==> config.mk <==
export PLATFORM = sky130hd
export DESIGN_NAME = gap_write_decoder
export DESIGN_NICKNAME = d
export VERILOG_FILES = /design/src/pkg/gap_write_pkg.sv /design/src/verilog/gap_write_decoder.sv
export VERILOG_INCLUDE_DIRS = /design/src /design/src/pkg
export SDC_FILE = /design/constraint.sdc
export NUM_CORES = 1
export LEC_CHECK = 0
export ABC_AREA = 0
export BUFFER_PORTS_ARGS = -buffer_cell sky130_fd_sc_hd__buf_2
export CAP_MARGIN = 40
export CORE_ASPECT_RATIO = 1.2
export CORE_MARGIN = 5
export CORE_UTILIZATION = 53
export CTS_BUF_LIST = sky130_fd_sc_hd__clkbuf_16
export DETAILED_ROUTE_END_ITERATION = 8
export GPL_TIMING_DRIVEN = 0
export HOLD_SLACK_MARGIN = 0.05
export PLACE_DENSITY = 0.81
export SKIP_LAST_GASP = 1
export SYNTH_ARGS = -nofsm -noshare
export SYNTH_HDL_FRONTEND = slang
export SYNTH_SLANG_ARGS = --single-unit
==> constraint.sdc <==
create_clock -name sys_clk -period 2.15 [get_ports sys_clk]
set_input_delay 0 -clock sys_clk [delete_from_list [all_inputs] [get_ports sys_clk]]
set_output_delay 0 -clock sys_clk [all_outputs]
set_load 0.05 [all_outputs]
==> src/pkg/gap_write_defines.svh <==
// constants for the gap write decoder: frame layout, count windows, offsets
// assumes inclusion by bare name from design and testbench files
`ifndef GAP_WRITE_DEFINES_SVH
`define GAP_WRITE_DEFINES_SVH
`define OP_WRITE        2'h2
`define OP_WAKE         2'h3
`define OP_STOP         2'h1
`define FRAME_BITS      6'h26
`define WAKE_BITS       6'h22
`define STOP_BITS       6'h02
`define ZERO_MIN        7'h10
`define ZERO_MAX        7'h20
`define ONE_MIN         7'h30
`define ONE_MAX         7'h40
`define CNT_SAT         7'h7f
`define CFG_BLOCK       3'h0
`define PWD_BLOCK       3'h7
`define CFG_AOR_BIT     0
`define CFG_DEFAULT     32'h0000_0000
`define PWD_DEFAULT     32'h0000_0000
`define REG_CFG         4'h0
`define REG_PWD         4'h1
`define REG_STATUS      4'h2
`define REG_IRQ_STAT    4'h3
`define REG_IRQ_MASK    4'h4
`define REG_LAST_DATA   4'h5
`define REG_LAST_ADDR   4'h6
`define IRQ_PROG        0
`define IRQ_ERR         1
`define IRQ_WAKE        2
`define IRQ_STOP        3
`define IRQ_W           4
`endif

==> src/pkg/gap_write_pkg.sv <==
// types for the gap write decoder
// uses no macros from the defines header
package gap_write_pkg;
	typedef enum logic [1:0]
	{
		RX_IDLE  = 2'h0,
		RX_BITS  = 2'h1,
		RX_DONE  = 2'h3
	} rx_state_t;

	typedef struct packed
	{
		logic        req;
		logic [2:0]  addr;
		logic        lock;
		logic [31:0] data;
	} prog_req_t;
endpackage : gap_write_pkg

==> src/verilog/gap_write_decoder.sv <==
// gap write decoder: counts field clocks between gaps, decodes frames
// assumes field_clk and field_gap come from the analog front end,
// asynchronous to sys_clk, which must run well above the field clock
`timescale 1ns/10ps
`include "gap_write_defines.svh"

////////////////////////////////////////////////////////////////////////////////
// Function
// RULE_01: write frame opens with opcode 10 then one lock bit.
// RULE_02: after lock bit come 32 payload bits for the block.
// RULE_03: last three frame bits select the destination block.
// RULE_04: program only when exactly the expected bit count arrived.
// RULE_05: each gap restarts a field clock counter read at next gap.
// RULE_06: count 16 to 32 inclusive decodes as zero.
// RULE_07: count 48 to 64 decodes as one.
// RULE_08: other counts are errors; leave write mode, back to read. Counts above 64 end the frame here instead.
// RULE_09: count field pulses until gap detection, decay pulses included.
// RULE_10: reader times field-on and gap intervals within recommended windows.
// RULE_11: high Q antenna: reader lengthens gaps, shortens on-times.
// RULE_12: with request mode bit set in block 0, stay asleep.
// RULE_13: wake-up command is wake opcode plus 32-bit password.
// RULE_14: matching wake-up gives internal reset then read mode.
// RULE_15: stop opcode makes the device cease modulating.
// RULE_16: delivered config: Manchester, RF/32, readout up to block 2.
// RULE_17: read mode answers by damping; writes only via field gaps.
// RULE_18: wrong wake-up password leaves device asleep, silent.
module gap_write_decoder
(
	input  wire logic                    sys_clk,
	input  wire logic                    rstn,
	input  wire logic                    clk_en,
	input  wire logic                    field_clk,
	input  wire logic                    field_gap,
	input  wire logic [3:0]              addr,
	input  wire logic [31:0]             wdata,
	input  wire logic                    wr,
	input  wire logic                    rd,
	output logic      [31:0]             rdata,
	output logic                         irq,
	output logic                         modulate_en,
	output logic                         write_mode,
	output gap_write_pkg::prog_req_t     prog
);

	////////////////////////////////////////////////////////////////////////
	// input synchronisers
	logic [1:0] clk_sync;
	logic [1:0] gap_sync;
	logic       clk_last;
	logic       gap_last;
	logic       clk_rise;
	logic       gap_rise;

	always_ff @(posedge sys_clk)
	begin
		if (!rstn)
		begin
			clk_sync <= 2'h0;
			gap_sync <= 2'h0;
			clk_last <= 1'b0;
			gap_last <= 1'b0;
		end
		else if (clk_en)
		begin
			clk_sync <= {clk_sync[0], field_clk};
			gap_sync <= {gap_sync[0], field_gap};
			clk_last <= clk_sync[1];
			gap_last <= gap_sync[1];
		end
	end

	assign clk_rise = clk_sync[1] & ~clk_last;
	assign gap_rise = gap_sync[1] & ~gap_last;

	////////////////////////////////////////////////////////////////////////
	// field clock counter between gaps
	logic [6:0] field_cnt;
	logic       gap_open;

	// pulses keep counting until the gap is actually detected, so the
	// decaying field adds to the count [RULE_09]
	always_ff @(posedge sys_clk)
	begin
		if (!rstn)
			field_cnt <= 7'h0;
		else if (clk_en)
		begin
			if (gap_rise)
				field_cnt <= 7'h0; // [RULE_05]
			else if (clk_rise && !gap_sync[1] && field_cnt != `CNT_SAT)
				field_cnt <= field_cnt + 7'h1; // [RULE_05]
		end
	end

	always_ff @(posedge sys_clk)
	begin
		if (!rstn)
			gap_open <= 1'b0;
		else if (clk_en && gap_rise)
			gap_open <= 1'b1;
	end

	function automatic logic [1:0] classify(input logic [6:0] c);
		// bit 1 flags a valid bit, bit 0 is its value
		if (c >= `ZERO_MIN && c <= `ZERO_MAX)
			classify = 2'h2; // [RULE_06]
		else if (c >= `ONE_MIN && c <= `ONE_MAX)
			classify = 2'h3; // [RULE_07]
		else
			classify = 2'h0; // [RULE_08]
	endfunction : classify

	logic [1:0] bit_class;
	assign bit_class = classify(field_cnt);

	////////////////////////////////////////////////////////////////////////
	// frame receiver
	gap_write_pkg::rx_state_t rx_state;
	logic [37:0] shift;
	logic [5:0]  nbits;
	logic        frame_end;
	logic        bit_err;

	// a gap that ends an interval longer than any valid bit closes frame
	assign frame_end = gap_rise && gap_open && field_cnt > `ONE_MAX
		&& rx_state == gap_write_pkg::RX_BITS;
	assign bit_err = gap_rise && gap_open && !bit_class[1]
		&& rx_state == gap_write_pkg::RX_BITS && !frame_end;

	always_ff @(posedge sys_clk)
	begin
		if (!rstn)
		begin
			rx_state <= gap_write_pkg::RX_IDLE;
			shift    <= 38'h0;
			nbits    <= 6'h0;
		end
		else if (clk_en)
		begin
			case (rx_state)
				gap_write_pkg::RX_IDLE:
				begin
					// start gap opens write mode
					if (gap_rise)
					begin
						rx_state <= gap_write_pkg::RX_BITS;
						nbits    <= 6'h0;
					end
				end
				gap_write_pkg::RX_BITS:
				begin
					if (frame_end)
						rx_state <= gap_write_pkg::RX_DONE;
					else if (bit_err)
						rx_state <= gap_write_pkg::RX_IDLE; // [RULE_08]
					else if (gap_rise && nbits != `FRAME_BITS)
					begin
						shift <= {shift[36:0], bit_class[0]};
						nbits <= nbits + 6'h1;
					end
					else if (gap_rise)
						nbits <= nbits + 6'h1;
				end
				gap_write_pkg::RX_DONE:
					rx_state <= gap_write_pkg::RX_IDLE;
				default:
					rx_state <= gap_write_pkg::RX_IDLE;
			endcase
		end
	end

	////////////////////////////////////////////////////////////////////////
	// frame interpretation
	logic [31:0] cfg;
	logic [31:0] pwd;
	logic        awake;
	logic        stopped;
	logic        is_write;
	logic        is_wake;
	logic        is_stop;
	logic        wake_ok;
	logic        done;

	assign done     = clk_en && rx_state == gap_write_pkg::RX_DONE;
	// opcode, lock, 32 data, 3 address bits in exact count [RULE_01]
	assign is_write = done && nbits == `FRAME_BITS
		&& shift[37:36] == `OP_WRITE; // [RULE_04]
	assign is_wake  = done && nbits == `WAKE_BITS
		&& shift[33:32] == `OP_WAKE; // [RULE_13]
	assign wake_ok  = is_wake && shift[31:0] == pwd; // [RULE_18]
	assign is_stop  = done && nbits == `STOP_BITS
		&& shift[1:0] == `OP_STOP; // [RULE_15]

	always_ff @(posedge sys_clk)
	begin
		if (!rstn)
			prog <= '0;
		else if (clk_en)
		begin
			prog.req <= is_write; // [RULE_04]
			if (is_write)
			begin
				prog.lock <= shift[35]; // [RULE_01]
				prog.data <= shift[34:3]; // [RULE_02]
				prog.addr <= shift[2:0]; // [RULE_03]
			end
		end
	end

	// config mirrors block 0 writes with the lock bit clear, password mirrors block 7; delivered value has the
	// request mode bit clear so the tag reads out at once [RULE_16]
	logic sw_cfg;
	logic sw_pwd;
	logic cfg_load;
	assign sw_cfg = clk_en && wr && addr == `REG_CFG;
	assign cfg_load = is_write && !shift[35] && shift[2:0] == `CFG_BLOCK;
	assign sw_pwd = clk_en && wr && addr == `REG_PWD;

	always_ff @(posedge sys_clk)
	begin
		if (!rstn)
			cfg <= `CFG_DEFAULT;
		else if (cfg_load)
			cfg <= shift[34:3];
		else if (sw_cfg)
			cfg <= wdata;
	end

	always_ff @(posedge sys_clk)
	begin
		if (!rstn)
			pwd <= `PWD_DEFAULT;
		else if (is_write && shift[2:0] == `PWD_BLOCK)
			pwd <= shift[34:3];
		else if (sw_pwd)
			pwd <= wdata;
	end

	// power-up sleep is latched at the first enabled cycle after reset;
	// cfg itself resets to the delivered value, so a config write re-arms
	// the latch as if the tag had re-entered the field, else request
	// mode could never take effect
	logic armed;
	always_ff @(posedge sys_clk)
	begin
		if (!rstn)
		begin
			armed   <= 1'b0;
			awake   <= 1'b0;
			stopped <= 1'b0;
		end
		else if (clk_en)
		begin
			armed <= !(sw_cfg || cfg_load);
			if (!armed)
			begin
				awake   <= !cfg[`CFG_AOR_BIT]; // [RULE_12]
				stopped <= 1'b0;
			end
			else if (wake_ok)
			begin
				// internal reset: drop any stop, resume read mode
				awake   <= 1'b1; // [RULE_14]
				stopped <= 1'b0;
			end
			else if (is_stop)
				stopped <= 1'b1; // [RULE_15]
		end
	end

	// damping load only in read mode, never during a write frame
	always_ff @(posedge sys_clk)
	begin
		if (!rstn)
		begin
			modulate_en <= 1'b0;
			write_mode  <= 1'b0;
		end
		else if (clk_en)
		begin
			modulate_en <= awake && !stopped
				&& rx_state == gap_write_pkg::RX_IDLE; // [RULE_17]
			write_mode  <= rx_state != gap_write_pkg::RX_IDLE;
		end
	end

	////////////////////////////////////////////////////////////////////////
	// interrupts and register read
	logic [`IRQ_W-1:0] irq_stat;
	logic [`IRQ_W-1:0] irq_mask;
	logic [`IRQ_W-1:0] irq_evt;

	assign irq_evt = {is_stop, wake_ok, bit_err && clk_en, is_write};

	// a new event wins over a write-one-to-clear in the same cycle
	always_ff @(posedge sys_clk)
	begin
		if (!rstn)
			irq_stat <= '0;
		else if (clk_en)
		begin
			if (wr && addr == `REG_IRQ_STAT)
				irq_stat <= (irq_stat & ~wdata[`IRQ_W-1:0]) | irq_evt;
			else
				irq_stat <= irq_stat | irq_evt;
		end
	end

	always_ff @(posedge sys_clk)
	begin
		if (!rstn)
			irq_mask <= '0;
		else if (clk_en && wr && addr == `REG_IRQ_MASK)
			irq_mask <= wdata[`IRQ_W-1:0];
	end

	always_ff @(posedge sys_clk)
	begin
		if (!rstn)
			irq <= 1'b0;
		else if (clk_en)
			irq <= |(irq_stat & irq_mask);
	end

	always_ff @(posedge sys_clk)
	begin
		if (!rstn)
			rdata <= 32'h0;
		else if (clk_en)
		begin
			rdata <= 32'h0;
			if (rd)
			begin
				case (addr)
					`REG_CFG:       rdata <= cfg;
					`REG_PWD:       rdata <= pwd;
					`REG_STATUS:    rdata <= {26'h0, stopped, awake,
						nbits == `FRAME_BITS, gap_open, rx_state};
					`REG_IRQ_STAT:  rdata <= {28'h0, irq_stat};
					`REG_IRQ_MASK:  rdata <= {28'h0, irq_mask};
					`REG_LAST_DATA: rdata <= prog.data;
					`REG_LAST_ADDR: rdata <= {28'h0, prog.lock, prog.addr};
					default:        rdata <= 32'h0;
				endcase
			end
		end
	end

endmodule : gap_write_decoder

After elaboration in Yosys (flattened, before gate mapping)
Cells that the tools add are included. Widths: inputs -> output; s select.

Bits of input ports: 43. Register bits: 207.

$add $sub $neg: 2. Equality and inequality tests: 25. Magnitude comparators: 5. Multiplexer cells: 26. Reduce and logical (&&, ||, !) cells: 55. Bitwise logic cells: 11.

Operator list (number): $pmux 32 s7 (1); $mux 32 (5); $eq 32x32->1 (1); $logic_and 1x1->1 (31); $mux 6 (5); $mux 7 (2); $eq 4x3->1 const B (3); $eq 6x6->1 const B (2); $pmux 6 s2 (1); $mux 2 (5); $reduce_bool 2->1 (5); $and 4x4->4 (2); $eq 4x2->1 const B (2); $ne 2x2->1 const B (4); $or 4x4->4 (2); $reduce_and 2->1 (4); $add 7x1->7 const B (1); $ge 7x5->1 const B (1); $ge 7x6->1 const B (1); $gt 7x7->1 const B (1); $le 7x6->1 const B (1); $le 7x7->1 const B (1); $logic_not 1->1 (7); $ne 7x7->1 const B (1); 23 further kinds (35).

Logic depth before layout (Yosys ltp)
Gate-level depths: netlist of the first run.

Depth in word-level cells: 11. Depth in mapped cells: 9. Depth with buffers taken out: 7.

Least setup slack after synthesis of the first run
No wires, ideal clock.

Path type: register to register. From: register nbits[0]. To: register prog[3] in the netlist's numbering. Data required time: 2027 ps. Path slack: -74 ps. Cell stages (with the launch flop): 10. Arrival time: 2101 ps. Clock period less this slack: 2224 ps. Path through: dfxtp_1 -> inv_1 -> ha_1 -> or3b_1 -> or2_2 -> or3_1 -> clkbuf_1 -> clkbuf_1 -> nand2_1 -> a21boi_0.

Word-level cells in the longest chain between the ends: 4.

RTL lines: start: declaration (RTL line gap_write_decoder.sv:120) `logic [5:0] nbits;`; start signal: assignment (RTL line gap_write_decoder.sv:159) `nbits <= nbits + 6'h1;`; start signal: assignment (RTL line gap_write_decoder.sv:162) `nbits <= nbits + 6'h1;`; $eq 6x6->1 (no source line); $logic_and 1x1->1 (no source line) (2 in a row); $reduce_and 2->1 (no source line); end: declaration (RTL line gap_write_decoder.sv:42) `output gap_write_pkg::prog_req_t prog`.

No other way between the ends. A chain may end at the register's enable or synchronous reset.

Final worst setup path of the first run
From: register nbits[0]. To: register awake.

Word-level cells in the longest chain between the ends: 6.

RTL lines: $eq 6x6->1 (no source line); $logic_and 1x1->1 (no source line) (2 in a row); $logic_and 1x1->1 (RTL line gap_write_decoder.sv:190) `assign wake_ok = is_wake && shift[31:0] == pwd;`; $ne 2x2->1 (no source line); $reduce_and 2->1 (no source line); end signal: assignment (RTL line gap_write_decoder.sv:257) `` awake <= !cfg[`CFG_AOR_BIT]; ``; end: declaration (RTL line gap_write_decoder.sv:176) `logic awake;`.

No other way between the ends.

==> results of run 1 <==
[logic make-up (layout without fill, tap and decap cells)]
logic type | after synthesis | in the layout | synth area share, %
AOI/OAI and AO/OA | 222 | 222 | 18.8
and+or+nand+nor | 349 | 349 | 16.8
muxes | 124 | 124 | 13.1
DFF | 207 | 207 | 43.1
buffers and inverters | 95 | 297 | 4.48
adders and majority gates | 4 | 4 | 0.521
xor gates and xnor gates | 35 | 35 | 3.19
[final timing paths]
path                            depth (start not counted)  startpoint  slack (ns)      endpoint
worst max register to register                          7    nbits[0]        0.01         awake
worst max-delay path                                    7    nbits[0]        0.01         awake
worst min register to register                          2    prog[20]        0.47      prog[20]
worst min-delay path                                    4      clk_en        0.08  field_cnt[6]
[layout make-up]
cell class	count	area [um^2]	share of cell area, %
Buffer	84	532	4.45
Sequential cell	207	4150	34.7
Clock buffer	23	576	4.82
Timing Repair Buffer	169	1210	10.1
Tap cell	224	280	2.35
Inverter	9	33.8	0.283
Multi-Input combinational cell	734	5100	42.6
Clock inverter	12	80.1	0.670
[per-layer routing]
layer,routed length (um),track usage [%]
met5,0,0
met1,11700,32.4
met4,1320,11.2
met2,14700,46.9
met3,2470,4.60
[per-stage QoR]
stage	setup WS, ns	std cells	area [um^2]	setup TNS [ns]
6_report	0.0112	1462	12000	0
5_1_grt	-0.0788	1462	12000	-1.49
4_1_cts	0.00253	1449	11700	0
3_5_place_dp	-0.442	1371	10500	-43.87
3_3_place_gp	-0.451	1370	10500	-40.72
2_1_floorplan	-0.0129	1036	9630	-0.282
[worst reg2reg max path, delay by kind of cell, from the launching register on]
family,cells,cell delay [ns]
compound gates,1,0.20
fa+ha+maj,1,0.13
flops,1,0.32
simple gates,4,1.38
buf+inv,1,0.06
[sequential cells by signal, summed over array words and instances, names as in the netlist, 2 cells and up]
signal and count:
clk_sync 2, prog 37, cfg 32, shift 38
irq_mask 4, field_cnt 7, rdata 32, nbits 6
pwd 32, gap_sync 2, rx_state 2, irq_stat 4
[power groups by stage]
stage / sequential, uW / combinational, uW / clock [uW]
final: 3870 / 415 / 3590
after floorplan: 3960 / 196 / 0
after global placement: 3960 / 344 / 0
after detailed placement: 3960 / 349 / 0
after global routing: 3870 / 438 / 3730
after CTS: 3870 / 400 / 3590
[repair_timing]
item | in CTS | in global routing
endpoints found under the setup margin | 142 | 112
buffers inserted | 8 | 8
pin swaps | 5 | 7
resized for setup | 35 | 41
gates cloned | 1 | 7
hold endpoints to repair | 74 | 0
hold buffers | 34 | 0
[cells in the final DEF (no fill, tap or decap), types with 10 or more instances in the layout]
master | Yosys | routed
a21oi_1 | 41 | 41
nor4_1 | 11 | 10
nand2_1 | 198 | 196
inv_1 | 9 | 10
nand3_1 | 13 | 12
dfxtp_1 | 207 | 204
a222oi_1 | 26 | 26
nor2b_1 | 46 | 46
nor2_1 | 38 | 38
mux2i_1 | 121 | 120
xor2_1 | 30 | 30
clkbuf_1 | 66 | 47
o211a_1 | 65 | 65
dlygate4sd3_1 | 0 | 34
buf_4 | 2 | 16
o21ai_0 | 12 | 12
clkbuf_16 | 0 | 31
a21boi_0 | 37 | 30
a21boi_1 | 6 | 12
buf_2 | 8 | 121
==> metrics.md, run 1 <==
| Metric | Value |
|---|---|
| Min Hold Slack | about 0.077 ns |
| Layout Nets | 1274 |
| Yosys top cell area share | between 40 and 50% |
| Cell count after synthesis | 1036 |
| Largest net degree at the start of global routing | 14 |
| Internal power | 6050 uW |
| Final core utilization | between 60% and 70% |
| Post-synth EDFFs | 0 |
| Total grt overflow | 0 |
| Total power | 7880 uW |
| Setup crit end kind | flop |
| Starting DRT DRC Count | 911 |
| Antenna diodes | 0 |
| Synth area leader | dfxtp_1 |
| Vias in the first global route | 8483 |
| VDD IR max | 0.000490 V |
| Switching share of total power | 23.2% |
| Crit path required time | 2.59 ns |
| Worst EP arrival | ~2.6 ns |
| First-pass GRT wire length | 45500 um |
| Worst Hold Class | primary input to flop |
| Worst skew pair latency | 0.51 ns |
| Slew margin rel. | 52.7% |
| Final-report setup violation count | 0 |
| Via density | 6.08 |
| Crit-path cells | inv_2 -> ha_1 -> or3b_4 -> nor3_1 -> nand4_1 -> nor4_4 -> o311a_1 |
| Share of layout cells above drive strength 1 | 17.8% |
| Port bufs | 110 |
| Via count | slightly below 9000 |
| Pwr/cell area | 659 nW/um^2 |
| Fillers | 1363 |
| Logic gate share of total power | 5.3% |
| Sink Count | 207 |
| Setup skew after layout | 0.0188 ns |
| Unrepaired setup endpoints after global routing | true |
| Clock transition at path regs | 0.06 ns |
| Pre-Repair DR Iteration Count | 8 |
| Fin crit period | 2.14 ns |
| Die ar. | 20900 um^2 |
| GPL Wtd Cong | 0.946 |
| Leading cell type by number of instances after synthesis | dfxtp_1 |
| Layout area overhead | 24.4% |
| Cell row count | 54 |
| Status | finished, final reports clean |
| Synthesized flop and latch total | about 210 |
| Core footprint | 18000 um^2 |
| Starting density of the core | 53.2% |
| Max stage delay on crit path | 0.42 ns |
| Pleak | 0.00541 uW |
| Crit share post-route | 99.5% |
| Fin. Hold Viols | 0 |
| Pins Over Slew Limit | 0 |
| Crit path kind | flop to flop |
| Initial antenna violation count | 0 |
| Gr usage total | 26.7% |
| Buf/Inv on CP | 1 |
| Routed WL per cell | just over 20 um |
| Root Buffer | clkbuf_16 |
| Worst path slowest cell | nor4_4 |
| Antenna Nets Post-Route | 0 |
| P_sw | ~1800 uW |
| CTS tree | built |
| Startpoint Class | flop |
| Total Wirelength | 30200 um |
| Distinct cells, synth | 60 |
| Commonest cells post-synth | 207 x dfxtp_1, 198 x nand2_1, 121 x mux2i_1 |
| Max Fclk | 468 MHz |
| Top post-synthesis cells by area | dfxtp_1 43%, mux2i_1 13%, nand2_1 7.7%, o211a_1 6.8%, nor2b_1 3.0% |
| Power share of the clock group | between 40% and 50% |
| Synthesized Nets | 1083 |
| Cell family with most CP delay | simple AND/OR/NAND/NOR gates |
| Max Cap Violations | 0 |
| Residual DRC | 0 |
| DP HPWL | approximately 20000 um |
| Flop pwr share | 49.2% |
| Synth Area per Inst | 9.27 um^2 |
| Max clock buf depth | 3 |
| CP Max Fanout | 4 |
| Mapped Area | ~9600 um^2 |
| Slew @ Worst Pin | 0.710 ns |
| Synth warnings | 0 |
| Sequential area share after synthesis | between 40 and 50% |
| H-tree Lvls | 1 |
| IO Count | 115 |
| Number of buffers created by CTS | 22 |
| Die W | 133 um |
| Synth Flop Type | dfxtp_1 |
| Ys async rst share | 0% |
| Die Y | 157 um |
No activity file was read; power rests on OpenSTA's default activity.
==> inputs of run 2 (changes only) <==
--- a/config.mk
+++ b/config.mk
@@ -11,12 +11,12 @@
 export CAP_MARGIN = 40
 export CORE_ASPECT_RATIO = 1.2
 export CORE_MARGIN = 5
-export CORE_UTILIZATION = 53
+export CORE_UTILIZATION = 58
 export CTS_BUF_LIST = sky130_fd_sc_hd__clkbuf_16
 export DETAILED_ROUTE_END_ITERATION = 8
 export GPL_TIMING_DRIVEN = 0
 export HOLD_SLACK_MARGIN = 0.05
-export PLACE_DENSITY = 0.81
+export PLACE_DENSITY = 0.84
 export SKIP_LAST_GASP = 1
 export SYNTH_ARGS = -nofsm -noshare
 export SYNTH_HDL_FRONTEND = slang
==> constraint.sdc (replaced) <==
create_clock -name sys_clk -period 2 [get_ports sys_clk]
set_input_delay 0 -clock sys_clk [delete_from_list [all_inputs] [get_ports sys_clk]]
set_output_delay 0 -clock sys_clk [all_outputs]
set_load 0.05 [all_outputs]
==> metrics.md, run 2 (synthesis gave the netlist of run 1 again) <==
| Metric | Value |
|---|---|
| Sink Count | 207 |
| Residual DRC | 0 |
| GPL Wtd Cong | 0.884 |
| Pre-Repair DR Iteration Count | 9 |
| Antenna Nets Post-Route | 0 |
| Max clock buf depth | 3 |
| Total Wirelength | 35300 um |
| Number of buffers created by CTS | 21 |
| Share of layout cells above drive strength 1 | 22.4% |
| Fillers | 990 |
| Most common cell after layout, fill and taps aside | dfxtp_1 |
| Via count | 9616 |
| Root Buffer | clkbuf_16 |
| Unrepaired setup endpoints after global routing | true |
| Multi-input logic area | 5370 um^2 |
| Failing checks | negative setup slack |
| Switching share of total power | between 20 and 25% |
| Setup skew after layout | 0.0216 ns |
| CTS tree | built |
| Setup crit end kind | flop |
| IO Count | 115 |
| Placed Cells | 1359 |
| Cell row count | roughly 50 |
| Max FFs per register | 38 |
| DP HPWL | 19900 um |
| Max Cap Violations | 0 |
| Max Fclk | approximately 450 MHz |
| Clock transition at path regs | 0.06 ns |
| Setup ws final | -0.228 ns |
| Layout area overhead | 30.1% |
| Min Hold Slack | 0.0656 ns |
| Slew margin rel. | 36.2% |
| Power share of the clock group | between 40% and 50% |
| Startpoint Class | flop |
| Antenna diodes | 0 |
| CP Max Fanout | 7 |
| Worst EP arrival | 2.61 ns |
| Commonest cells after routing, fill and taps aside | 202 x dfxtp_1, 164 x nand2_1, 119 x mux2i_1, 117 x buf_2, 65 x o211a_1 |
| Starting density of the core | 59.0% |
| Crit share post-route | 111% |
| Pwr/cell area | ~700 nW/um^2 |
| Die Y | 151 um |
| Register area | 4160 um^2 |
| Layout Nets | ~1300 |
| Largest net degree at the start of global routing | 15 |
| Status | complete, but fails checks |
| Logic gate share of total power | 5.3% |
| P_sw | 1980 uW |
| VDD IR max | 0.000656 V |
| Worst skew pair latency | approximately 0.5 ns |
| H-tree Lvls | 1 |
| Routed WL per cell | 24.2 um |
| Port bufs | 110 |
| Via density | between 6 and 7 |
| Fin. Hold Viols | 0 |
| Die ar. | 19200 um^2 |
| Crit path required time | 2.38 ns |
| Total power | 8720 uW |
| Core footprint | around 16000 um^2 |
| Place WS | -0.444 ns |
| Initial antenna violation count | 0 |
| Final-report setup violation count | approximately 140 |
| Fin crit period | 2.23 ns |
| Top flop regs | shift (38), prog (37) |
| Gr usage total | 32.4% |
| First-pass GRT wire length | 49700 um |
| Final core utilization | approximately three quarters |
| Largest Register | shift |
| Fin cells | 1458 |
| Pins Over Slew Limit | 0 |
| Vias in the first global route | between 9000 and 10000 |
| Total grt overflow | 0 |
| Pleak | between 0.005 and 0.006 uW |
| Slew @ Worst Pin | roughly 0.95 ns |
| Worst Hold Class | primary input to flop |
| Flop pwr share | a little under half |
| Crit path kind | flop to flop |
| Internal power | between 6000 and 7000 uW |
| Die W | 127 um |
| Starting DRT DRC Count | 1700 |
[run 2: cell types whose count changed in the layout (fill, tap and decap cells not counted), sizes merged]
cell      before  now
buf          159  163
bufinv         1    4
inv           11   14
clkinv         8    7
clkinvlp       1    0
[run 2: critical path, stage by stage, from the launching register on]
cell and delay, ns:
dfxtp_2 0.33, inv_2 0.07, ha_4 0.11, or3b_4 0.41, nor4_4 0.18, buf_6 0.16
nand4_1 0.22, buf_6 0.25, clkbuf_16 0.17, o211a_1 0.22
[run 2: worst paths after layout]
path / from / endpoint / slack (ns) / depth (start not counted)
setup reg to reg: nbits[0] / pwd[1] / -0.23 / 9
hold reg to reg: prog[12] / prog[12] / 0.48 / 2
hold / removal: clk_en / field_cnt[6] / 0.07 / 4
setup / recovery: nbits[0] / pwd[1] / -0.23 / 9
[run 2: layout make-up]
type,instances,area share [%]
well taps,212,2.12
clock inverters,16,1.33
repair buffers,177,10.8
flip-flops and latches,207,33.3
clock buffers,21,4.21
multi-input cells,734,43.0
plain buffers,82,5.09
inverters,9,0.270
[run 2: layer usage]
layer	vias up	routed length, um	global-route usage, %
li1	4078	-	-
met1	4483	12200	38.6
met2	828	16300	54.5
met3	227	3940	5.22
met4	0	2760	20.3
met5	-	0	0
[run 2: power groups by stage]
stage / sequential, uW / clock [uW] / combinational (uW)
after floorplan: 4260 / 0 / 211
after global placement: 4260 / 0 / 368
after detailed placement: 4260 / 0 / 373
after CTS: 4160 / 4030 / 430
after global routing: 4160 / 4260 / 482
final: 4160 / 4090 / 463
[run 2: repair_timing]
| action | CTS | global route |
|---|---|---|
| pin swaps | 20 | 27 |
| cloned | 10 | 2 |
| hold endpoints to repair | 74 | 0 |
| resized for setup | 62 | 113 |
| setup endpoints to repair | 135 | 165 |
| setup buffers | 10 | 10 |
| hold buffers | 34 | 0 |
[run 2: stage by stage]
stage / setup TNS (ns) / cell area, um^2
after floorplan: -2.89 / 9680
after global placement: -50.62 / 10500
after detailed placement: -49.09 / 10500
after CTS: -9.07 / 12000
after global routing: -20.20 / 12500
final: -15.45 / 12500
